File: config.mk
export PLATFORM = sky130hd
export DESIGN_NAME = gtc_timer
export DESIGN_NICKNAME = d
export VERILOG_FILES = /design/src/verilog/gtc_pkg.sv /design/src/verilog/gtc_pin_sync.sv /design/src/verilog/gtc_timer.sv
export SDC_FILE = /design/constraint.sdc
export NUM_CORES = 1
export LEC_CHECK = 0
export BUFFER_PORTS_ARGS = -buffer_cell sky130_fd_sc_hd__buf_4
export CAP_MARGIN = 20
export CORE_MARGIN = 2
export CORE_UTILIZATION = 24
export DETAILED_ROUTE_END_ITERATION = 10
export GPL_TIMING_DRIVEN = 0
export SLEW_MARGIN = 10
export SYNTH_ARGS = -nofsm -noshare
export SYNTH_HDL_FRONTEND = slang
export SYNTH_SLANG_ARGS = --single-unit
File: constraint.sdc
create_clock -name ref_clk -period 8.84 [get_ports ref_clk]
set_input_delay 1.326 -clock ref_clk [delete_from_list [all_inputs] [get_ports ref_clk]]
set_output_delay 1.326 -clock ref_clk [all_outputs]
set_load 0.1 [all_outputs]
File: src/verilog/gtc_pkg.sv
// Shared constants for the general timer/counter
package gtc_pkg;
	localparam int CNT_W = 32;
	localparam int NUM_CAP = 4;
	localparam int NUM_MATCH = 4;
	localparam int SYNC_STAGES = 3;
	// Match output actions
	localparam logic [1:0] ACT_NONE = 2'h0;
	localparam logic [1:0] ACT_LOW = 2'h1;
	localparam logic [1:0] ACT_HIGH = 2'h2;
	localparam logic [1:0] ACT_TOGGLE = 2'h3;
	// Count source edge select bit positions
	localparam int EDGE_RISE_BIT = 0;
	localparam int EDGE_FALL_BIT = 1;
	// Reset values
	localparam logic [CNT_W-1:0] CNT_RESET = 32'h0000_0000;
	localparam logic [NUM_MATCH-1:0] MATCH_OUT_RESET = 4'h0;
endpackage

File: src/verilog/gtc_pin_sync.sv
// Three-stage input synchroniser with agreement filter
`timescale 1ns/1ps
`default_nettype none
module gtc_pin_sync #(
	parameter int WIDTH = 4
) (
	input wire logic ref_clk,
	input wire logic sys_rst,
	input wire logic [WIDTH-1:0] pin_raw,
	output logic [WIDTH-1:0] pin_level
);
	typedef struct packed {
		logic [WIDTH-1:0] s1;
		logic [WIDTH-1:0] s2;
		logic [WIDTH-1:0] s3;
		logic [WIDTH-1:0] level;
	} gtc_sync_s;

	gtc_sync_s st;
	gtc_sync_s next_st;

	initial
	begin
		if (WIDTH < 1)
			$error("gtc_pin_sync: WIDTH must be at least 1");
	end

	// Level only moves when stages two and three agree; s1 feeds s2 alone
	always_comb
	begin
		next_st = st;
		next_st.s1 = pin_raw;
		next_st.s2 = st.s1;
		next_st.s3 = st.s2;
		for (int i = 0; i < WIDTH; i++)
		begin
			if (st.s2[i] == st.s3[i])
				next_st.level[i] = st.s3[i];
		end
	end

	// Registers the whole state copy
	always_ff @(posedge ref_clk or posedge sys_rst)
	begin
		if (sys_rst)
			st <= '0;
		else
			st <= next_st;
	end

	assign pin_level = st.level;
endmodule // gtc_pin_sync
`default_nettype wire

File: src/verilog/gtc_timer.sv
// General timer/counter with prescaler, capture and match channels
`timescale 1ns/1ps
`default_nettype none
module gtc_timer #(
	parameter int NUM_PINS = gtc_pkg::NUM_CAP,
	parameter int SEL_W = (NUM_PINS > 1) ? $clog2(NUM_PINS) : 1
) (
	input wire logic ref_clk,
	input wire logic sys_rst,
	input wire logic enable,
	input wire logic counter_reset,
	input wire logic event_mode,
	input wire logic [SEL_W-1:0] count_pin_sel,
	input wire logic [1:0] count_edge_sel,
	input wire logic [gtc_pkg::CNT_W-1:0] prescale_limit,
	input wire logic [gtc_pkg::NUM_MATCH-1:0][gtc_pkg::CNT_W-1:0] match_value,
	input wire logic [gtc_pkg::NUM_MATCH-1:0] match_int_en,
	input wire logic [gtc_pkg::NUM_MATCH-1:0] match_stop_en,
	input wire logic [gtc_pkg::NUM_MATCH-1:0] match_reset_en,
	input wire logic [gtc_pkg::NUM_MATCH-1:0][1:0] match_action,
	input wire logic [gtc_pkg::NUM_MATCH-1:0][NUM_PINS-1:0] match_pin_mask,
	input wire logic [gtc_pkg::NUM_MATCH-1:0] match_flag_clear,
	input wire logic [NUM_PINS-1:0] capture_input_pin,
	input wire logic [gtc_pkg::NUM_CAP-1:0][NUM_PINS-1:0] capture_pin_mask,
	input wire logic [gtc_pkg::NUM_CAP-1:0] capture_and_mode,
	input wire logic [gtc_pkg::NUM_CAP-1:0] capture_rise_en,
	input wire logic [gtc_pkg::NUM_CAP-1:0] capture_fall_en,
	input wire logic [gtc_pkg::NUM_CAP-1:0] capture_int_en,
	input wire logic [gtc_pkg::NUM_CAP-1:0] capture_flag_clear,
	output logic [gtc_pkg::CNT_W-1:0] count,
	output logic [gtc_pkg::CNT_W-1:0] prescale_count,
	output logic [gtc_pkg::NUM_CAP-1:0][gtc_pkg::CNT_W-1:0] capture_value,
	output logic [gtc_pkg::NUM_CAP-1:0] capture_flag,
	output logic [gtc_pkg::NUM_MATCH-1:0] match_flag,
	output logic [gtc_pkg::NUM_MATCH-1:0] match_out,
	output logic [NUM_PINS-1:0] match_pin,
	output logic stopped,
	output logic irq
);
	localparam int NC = gtc_pkg::NUM_CAP;
	localparam int NM = gtc_pkg::NUM_MATCH;
	localparam int W = gtc_pkg::CNT_W;

	typedef struct packed {
		logic [W-1:0] tc;
		logic [W-1:0] pc;
		logic [NC-1:0][W-1:0] cap;
		logic [NC-1:0] cap_flag;
		logic [NM-1:0] m_flag;
		logic [NM-1:0] m_out;
		logic [NUM_PINS-1:0] m_pin;
		logic [NC-1:0] cap_prev;
		logic cnt_prev;
		logic stopped;
		logic irq;
	} gtc_state_s;

	gtc_state_s st;
	gtc_state_s next_st;
	logic [NUM_PINS-1:0] pin_level;
	logic src_evt;
	logic run;
	logic tick;
	logic [NM-1:0] hit;
	logic [NC-1:0] cap_trig;

	initial
	begin
		if (NUM_PINS < 1 || (1 << SEL_W) < NUM_PINS)
			$error("gtc_timer: NUM_PINS or SEL_W out of range");
	end

	// Pins cross into this domain before any edge is looked at
	gtc_pin_sync #(
		.WIDTH(NUM_PINS)
	) u_sync (
		.ref_clk(ref_clk),
		.sys_rst(sys_rst),
		.pin_raw(capture_input_pin),
		.pin_level(pin_level)
	);

	// Next-state logic for counting, capture, match and flags
	always_comb
	begin
		logic cnt_lvl;
		logic c_lvl;
		logic c_rise;
		logic c_fall;
		cnt_lvl = 1'b0;
		c_lvl = 1'b0;
		c_rise = 1'b0;
		c_fall = 1'b0;
		next_st = st;
		// One selected pin feeds the counter; the rest stay free
		cnt_lvl = pin_level[count_pin_sel];
		next_st.cnt_prev = cnt_lvl;
		// Edge on the synchronised level; input rate must stay below
		// a quarter clock or edges merge in the synchroniser
		src_evt = event_mode ?
			((count_edge_sel[gtc_pkg::EDGE_RISE_BIT] & cnt_lvl & ~st.cnt_prev) |
			(count_edge_sel[gtc_pkg::EDGE_FALL_BIT] & ~cnt_lvl & st.cnt_prev))
			: 1'b1;
		run = enable & ~st.stopped;
		tick = run & src_evt & (st.pc == prescale_limit);
		// Prescaler counts source events and wraps at its limit
		if (run & src_evt)
			next_st.pc = tick ? '0 : st.pc + 1'b1;
		for (int i = 0; i < NM; i++)
			hit[i] = tick & (st.tc == match_value[i]);
		if (tick)
			next_st.tc = st.tc + 1'b1;
		// Reset wins over stop so a reset-and-stop parks at zero
		if (|(hit & match_stop_en))
		begin
			next_st.tc = st.tc;
			next_st.stopped = 1'b1;
		end
		if (|(hit & match_reset_en))
			next_st.tc = '0;
		// Match flags and output actions; set beats clear
		for (int i = 0; i < NM; i++)
		begin
			if (match_flag_clear[i])
				next_st.m_flag[i] = 1'b0;
			if (hit[i] & match_int_en[i])
				next_st.m_flag[i] = 1'b1;
			if (hit[i])
			begin
				unique case (match_action[i])
					gtc_pkg::ACT_NONE: next_st.m_out[i] = st.m_out[i];
					gtc_pkg::ACT_LOW: next_st.m_out[i] = 1'b0;
					gtc_pkg::ACT_HIGH: next_st.m_out[i] = 1'b1;
					gtc_pkg::ACT_TOGGLE: next_st.m_out[i] = ~st.m_out[i];
				endcase
			end
		end
		// Capture channels combine their pins by OR or AND
		for (int c = 0; c < NC; c++)
		begin
			if (capture_and_mode[c])
				c_lvl = (|capture_pin_mask[c]) &
					(&(pin_level | ~capture_pin_mask[c]));
			else
				c_lvl = |(pin_level & capture_pin_mask[c]);
			c_rise = c_lvl & ~st.cap_prev[c];
			c_fall = ~c_lvl & st.cap_prev[c];
			next_st.cap_prev[c] = c_lvl;
			// Independent of the count source pin, so free pins still work
			cap_trig[c] = (capture_rise_en[c] & c_rise) |
				(capture_fall_en[c] & c_fall);
			if (cap_trig[c])
				next_st.cap[c] = st.tc;
			if (capture_flag_clear[c])
				next_st.cap_flag[c] = 1'b0;
			if (cap_trig[c] & capture_int_en[c])
				next_st.cap_flag[c] = 1'b1;
		end
		// Software reset of the count overrides the count, prescaler and stop state set above
		if (counter_reset)
		begin
			next_st.tc = gtc_pkg::CNT_RESET;
			next_st.pc = gtc_pkg::CNT_RESET;
			next_st.stopped = 1'b0;
		end
		// Broadcast: each pin ORs the match outputs routed to it
		for (int p = 0; p < NUM_PINS; p++)
		begin
			next_st.m_pin[p] = 1'b0;
			for (int i = 0; i < NM; i++)
				next_st.m_pin[p] = next_st.m_pin[p] |
					(next_st.m_out[i] & match_pin_mask[i][p]);
		end
		next_st.irq = (|next_st.m_flag) | (|next_st.cap_flag);
	end

	// Registers the whole state copy
	always_ff @(posedge ref_clk or posedge sys_rst)
	begin
		if (sys_rst)
		begin
			st <= '0;
			st.m_out <= gtc_pkg::MATCH_OUT_RESET;
		end
		else
			st <= next_st;
	end

	assign count = st.tc;
	assign prescale_count = st.pc;
	assign capture_value = st.cap;
	assign capture_flag = st.cap_flag;
	assign match_flag = st.m_flag;
	assign match_out = st.m_out;
	assign match_pin = st.m_pin;
	assign stopped = st.stopped;
	assign irq = st.irq;

	// Checks on the counting, capture, match and interrupt paths
	property p_tc_step;
		@(posedge ref_clk) disable iff (sys_rst)
		tick && hit == '0 && !counter_reset |=> count == $past(count) + 1'b1;
	endproperty
	a_tc_step: assert property (p_tc_step) else $error("count did not step");

	property p_pc_wrap;
		@(posedge ref_clk) disable iff (sys_rst)
		tick && !counter_reset |=> prescale_count == '0;
	endproperty
	a_pc_wrap: assert property (p_pc_wrap) else $error("prescaler no wrap");

	property p_evt_hold;
		@(posedge ref_clk) disable iff (sys_rst)
		event_mode && !src_evt && !counter_reset |=>
			$stable(prescale_count) && $stable(count);
	endproperty
	a_evt_hold: assert property (p_evt_hold) else $error("count moved idle");

	property p_cap_load;
		@(posedge ref_clk) disable iff (sys_rst)
		cap_trig[0] |=> capture_value[0] == $past(count);
	endproperty
	a_cap_load: assert property (p_cap_load) else $error("capture wrong");

	property p_cap_mask;
		@(posedge ref_clk) disable iff (sys_rst)
		!capture_flag[0] && !(cap_trig[0] && capture_int_en[0]) |=>
			!capture_flag[0];
	endproperty
	a_cap_mask: assert property (p_cap_mask) else $error("capture flag spurious");

	property p_match_flag;
		@(posedge ref_clk) disable iff (sys_rst)
		hit[0] && match_int_en[0] |=> match_flag[0] && irq;
	endproperty
	a_match_flag: assert property (p_match_flag) else $error("match flag lost");

	property p_stop;
		@(posedge ref_clk) disable iff (sys_rst)
		|(hit & match_stop_en) && !(|(hit & match_reset_en)) &&
		!counter_reset |=> stopped && count == $past(count);
	endproperty
	a_stop: assert property (p_stop) else $error("stop on match failed");

	property p_reset;
		@(posedge ref_clk) disable iff (sys_rst)
		hit[0] && match_reset_en[0] |=> count == '0;
	endproperty
	a_reset: assert property (p_reset) else $error("reset on match failed");

	property p_toggle;
		@(posedge ref_clk) disable iff (sys_rst)
		hit[3] && match_action[3] == gtc_pkg::ACT_TOGGLE |=>
			match_out[3] != $past(match_out[3]);
	endproperty
	a_toggle: assert property (p_toggle) else $error("toggle failed");

	property p_irq;
		@(posedge ref_clk) disable iff (sys_rst)
		irq == ((|match_flag) | (|capture_flag));
	endproperty
	a_irq: assert property (p_irq) else $error("irq not merged");

	c_event_tick: cover property (@(posedge ref_clk) disable iff (sys_rst)
		event_mode && tick);
	c_capture: cover property (@(posedge ref_clk) disable iff (sys_rst)
		cap_trig[0] && capture_int_en[0]);
	c_stop: cover property (@(posedge ref_clk) disable iff (sys_rst)
		|(hit & match_stop_en));
	c_reset: cover property (@(posedge ref_clk) disable iff (sys_rst)
		|(hit & match_reset_en));
endmodule // gtc_timer
`default_nettype wire

==> impl_metrics.csv <==
group,metric,value,unit
logic_synthesis,async_reset_ff_frac,1.00,
setup_path,crit_path_start_kind,"flop",
grt,antenna_found_initial,3,
setup_path,r2r_start,"count[30]",
cts,cts_tree,"built",
power_and_ir_drop,p_total,2580,uW
sta,final-hold-violation-count,0,
setup_path,critPathLaunch,"count[30]",
layout,nets,2056,
worst_hold_path,hp-class,"flop to flop",
status,status,"completed",
cts,postCtsSetupBuffers,0,
setup_path,endpoint_kind,"flop",
sta,period_share,0.595,
logic_synthesis,syn_area,13400,um2
logic_synthesis,ys_seq_area_frac,0.432,
setup_path,ff2ff_path_depth,10,
detailed_routing,wl_per_cell,21.7,um
logic_synthesis,ys.flop_type,"dfrtp_1",
detailed_routing,totalWireLength,55800,um
sta,fmax,190,MHz
placement,place_congestion,0.882,
logic_synthesis,ys_warn_count,0,
logic_synthesis,yosysTopAreaCell,"dfrtp_1",
sta,fin_skew,12.1,ps
logic_synthesis,yosys-top-cells-area,"dfrtp_1, buf_4, mux2_2",
cts,ctsLongestPathBuffers,3,
floorplanning,io_pins,459,
logic_synthesis,syn_nets,1564,
logic_synthesis,yosysMostFrequentCell,"dfrtp_1",
cts,cts_resized,0,
logic_synthesis,synth_edf_count,0,
placement,io_buffers,457,
run,cap_violations,0,
detailed_routing,antenna_left,0,
floorplanning,die-area,57600,um2
grt,grt_max_degree,87,
detailed_routing,viasPerCell,4.46,
detailed_routing,firstDrtPassIters,5,
power_and_ir_drop,ir_drop,0.122,mV
grt,busiest_layer,"met2",
sta,drv_slew,0,
sta,slew_headroom,0.197,
sta,worst_pin_slew,1210,ps
detailed_routing,drc,0,
floorplanning,coreArea,55100,um2
setup_path,worstPathMaxFanout,10,
layout,layout-drive-gt1-share,0.459,
sta,whs,347,ps
floorplanning,die-height,240,um
cts,cts_htree_levels,1,
sta,setup_violations,0,
logic_synthesis,syn_avg_cell_area,10.2,um2
grt,use_met1,0.215,
layout,diodes,0,
logic_synthesis,ys_types,55,
cts,numClockSinks,231,
sta,grt_setup_unrepaired,"false",
floorplanning,initial_core_util,0.243,
setup_path,crit_path_end,"count[26]",
setup_path,critical_path_class,"flop to flop",
grt,grt.overflow.total,0,
placement,place_hpwl,45100,um
cts,cts_hold_buf,0,
power_and_ir_drop,p_leak,0.00930,uW
logic_synthesis,syn_inst,1313,
setup_path,r2r-end,"count[26]",
setup_path,cp.arrival,5720,ps
worst_hold_path,hold_depth,0,
cts,cts_buffers,29,
logic_synthesis,synth-seq-cells,231,
grt,grtUsageMet2,0.328,
setup_path,required,9300,ps
floorplanning,rows,86,
sta,fin_crit,5260,ps
setup_path,reg2reg_slack,3580,ps
worst_hold_path,hp-start,"u_sync.next_st[11]",
floorplanning,dieWidth,240,um
detailed_routing,drt_iter0_drc,679,
grt,grt_pass1_wl,77900,um
cts,clock_latency,550,ps
cts,path_clk_slew,60,ps
sta,setup_tns,0,ps
grt,use_met3,0.0474,
grt,grt_pass1_vias,12080,
logic_synthesis,synth_top_area_frac,0.432,
logic_synthesis,ys_top_cells_by_count,"dfrtp_1, buf_4, mux2_2",
grt,gr-usage-all-layers,0.186,
layout,syn2layout_area_growth,40.1,%
detailed_routing,vias,11478,
layout,n_fill_cell,5690,
power_and_ir_drop,powerDensity,138,nW/um2
cts,cts-root-buf,"clkbuf_16",
sequential cells by signal (all words and copies together) (netlist names), 5 cells and up:
name	count
capture_value	128
st	5
u_sync.next_st	8
count	32
prescale_count	32
power breakdown:
part	internal, uW	switching [uW]	total (uW)	leakage, uW
Combinational	153	210	364	0.00570
Sequential	1070	6.92	1080	0.00315
Clock	676	464	1140	0.000445
cell usage in the layout (no fill, tap or decap), types with 3 or more instances in the layout:
master	netlist	layout
buf_4	208	665
dfrtp_1	231	231
o41ai_1	3	3
maj3_1	4	4
and4_1	10	10
clkbuf_8	0	6
clkbuf_1	67	72
nand3_1	28	28
o31ai_1	21	21
xnor2_1	87	87
buf_2	6	6
clkbuf_16	0	29
nand2b_1	18	18
o21ai_0	44	44
nand2_1	56	56
nor3_1	16	16
a21oi_1	33	33
nand4b_1	3	3
or3_1	6	6
nor2b_1	6	6
a31oi_1	5	5
xor2_1	102	102
a22o_1	3	3
a31o_2	3	3
and3_1	10	10
inv_1	41	40
nor2_1	47	47
and2_1	7	7
nand4_1	32	32
nor4_1	35	35
o211ai_1	4	4
mux2_2	103	103
or4_1	22	22
a22oi_1	9	9
buf_1	5	5
o2111ai_1	10	10
clkinv_2	0	4
layout make-up:
type | instances | area, um2 | area share
repair buffers | 461 | 3510 | 0.187
well taps | 748 | 936 | 0.0499
clock inverters | 9 | 82.6 | 0.00441
flip-flops and latches | 231 | 5780 | 0.308
clock buffers | 40 | 827 | 0.0441
multi-input cells | 753 | 5560 | 0.297
plain buffers | 288 | 1880 | 0.100
inverters | 41 | 161 | 0.00861
worst max-delay path: stages, from the launching register on:
cell and delay, ps:
dfrtp_1 400, clkbuf_1 710, xor2_1 140, nor4_1 790, nand4_1 400, nor2_1 760, a221o_1 540, clkbuf_1 360
clkbuf_1 640, o31ai_1 190, a21oi_1 220
worst min path at each step:
| stage | endpoint | slack (ps) |
|---|---|---|
| CTS | u_sync.next_st[4] | 350 |
| finish | u_sync.next_st[7] | 350 |
| global route | u_sync.next_st[7] | 350 |
| global placement | u_sync.next_st[7] | 330 |
| floorplan | u_sync.next_st[4] | 330 |
| detailed placement | u_sync.next_st[7] | 340 |
kinds of logic (layout without fill, tap and decap cells):
| family | count (synthesis) | in the layout | share of synthesized area |
|---|---|---|---|
| AND/OR/NAND/NOR | 302 | 302 | 0.124 |
| flip-flops | 231 | 231 | 0.432 |
| multiplexers | 106 | 106 | 0.0899 |
| XOR/XNOR | 189 | 189 | 0.124 |
| buffers and inverters | 329 | 839 | 0.152 |
| AO/OA/AOI/OAI | 150 | 150 | 0.0731 |
| adder cells (fa/ha/maj) | 6 | 6 | 0.00487 |
through the flow:
stage | setup slack (ps) | cell area (um2) | util | std cells
global placement | -1850 | 17700 | 0.322 | 2518
floorplan | 1180 | 13400 | - | 1313
finish | 3580 | 18700 | 0.340 | 2571
detailed placement | 3460 | 17800 | 0.324 | 2522
global route | 3420 | 18700 | 0.340 | 2571
CTS | 3730 | 18700 | 0.340 | 2571
per-layer routing:
| metal | wire length, um | vias to the layer above |
|---|---|---|
| li1 | - | 5306 |
| met1 | 21700 | 5562 |
| met2 | 27200 | 514 |
| met3 | 4580 | 96 |
| met4 | 2230 | 0 |
| met5 | 0 | - |
Note: power is estimated with default switching activity, not from simulation.
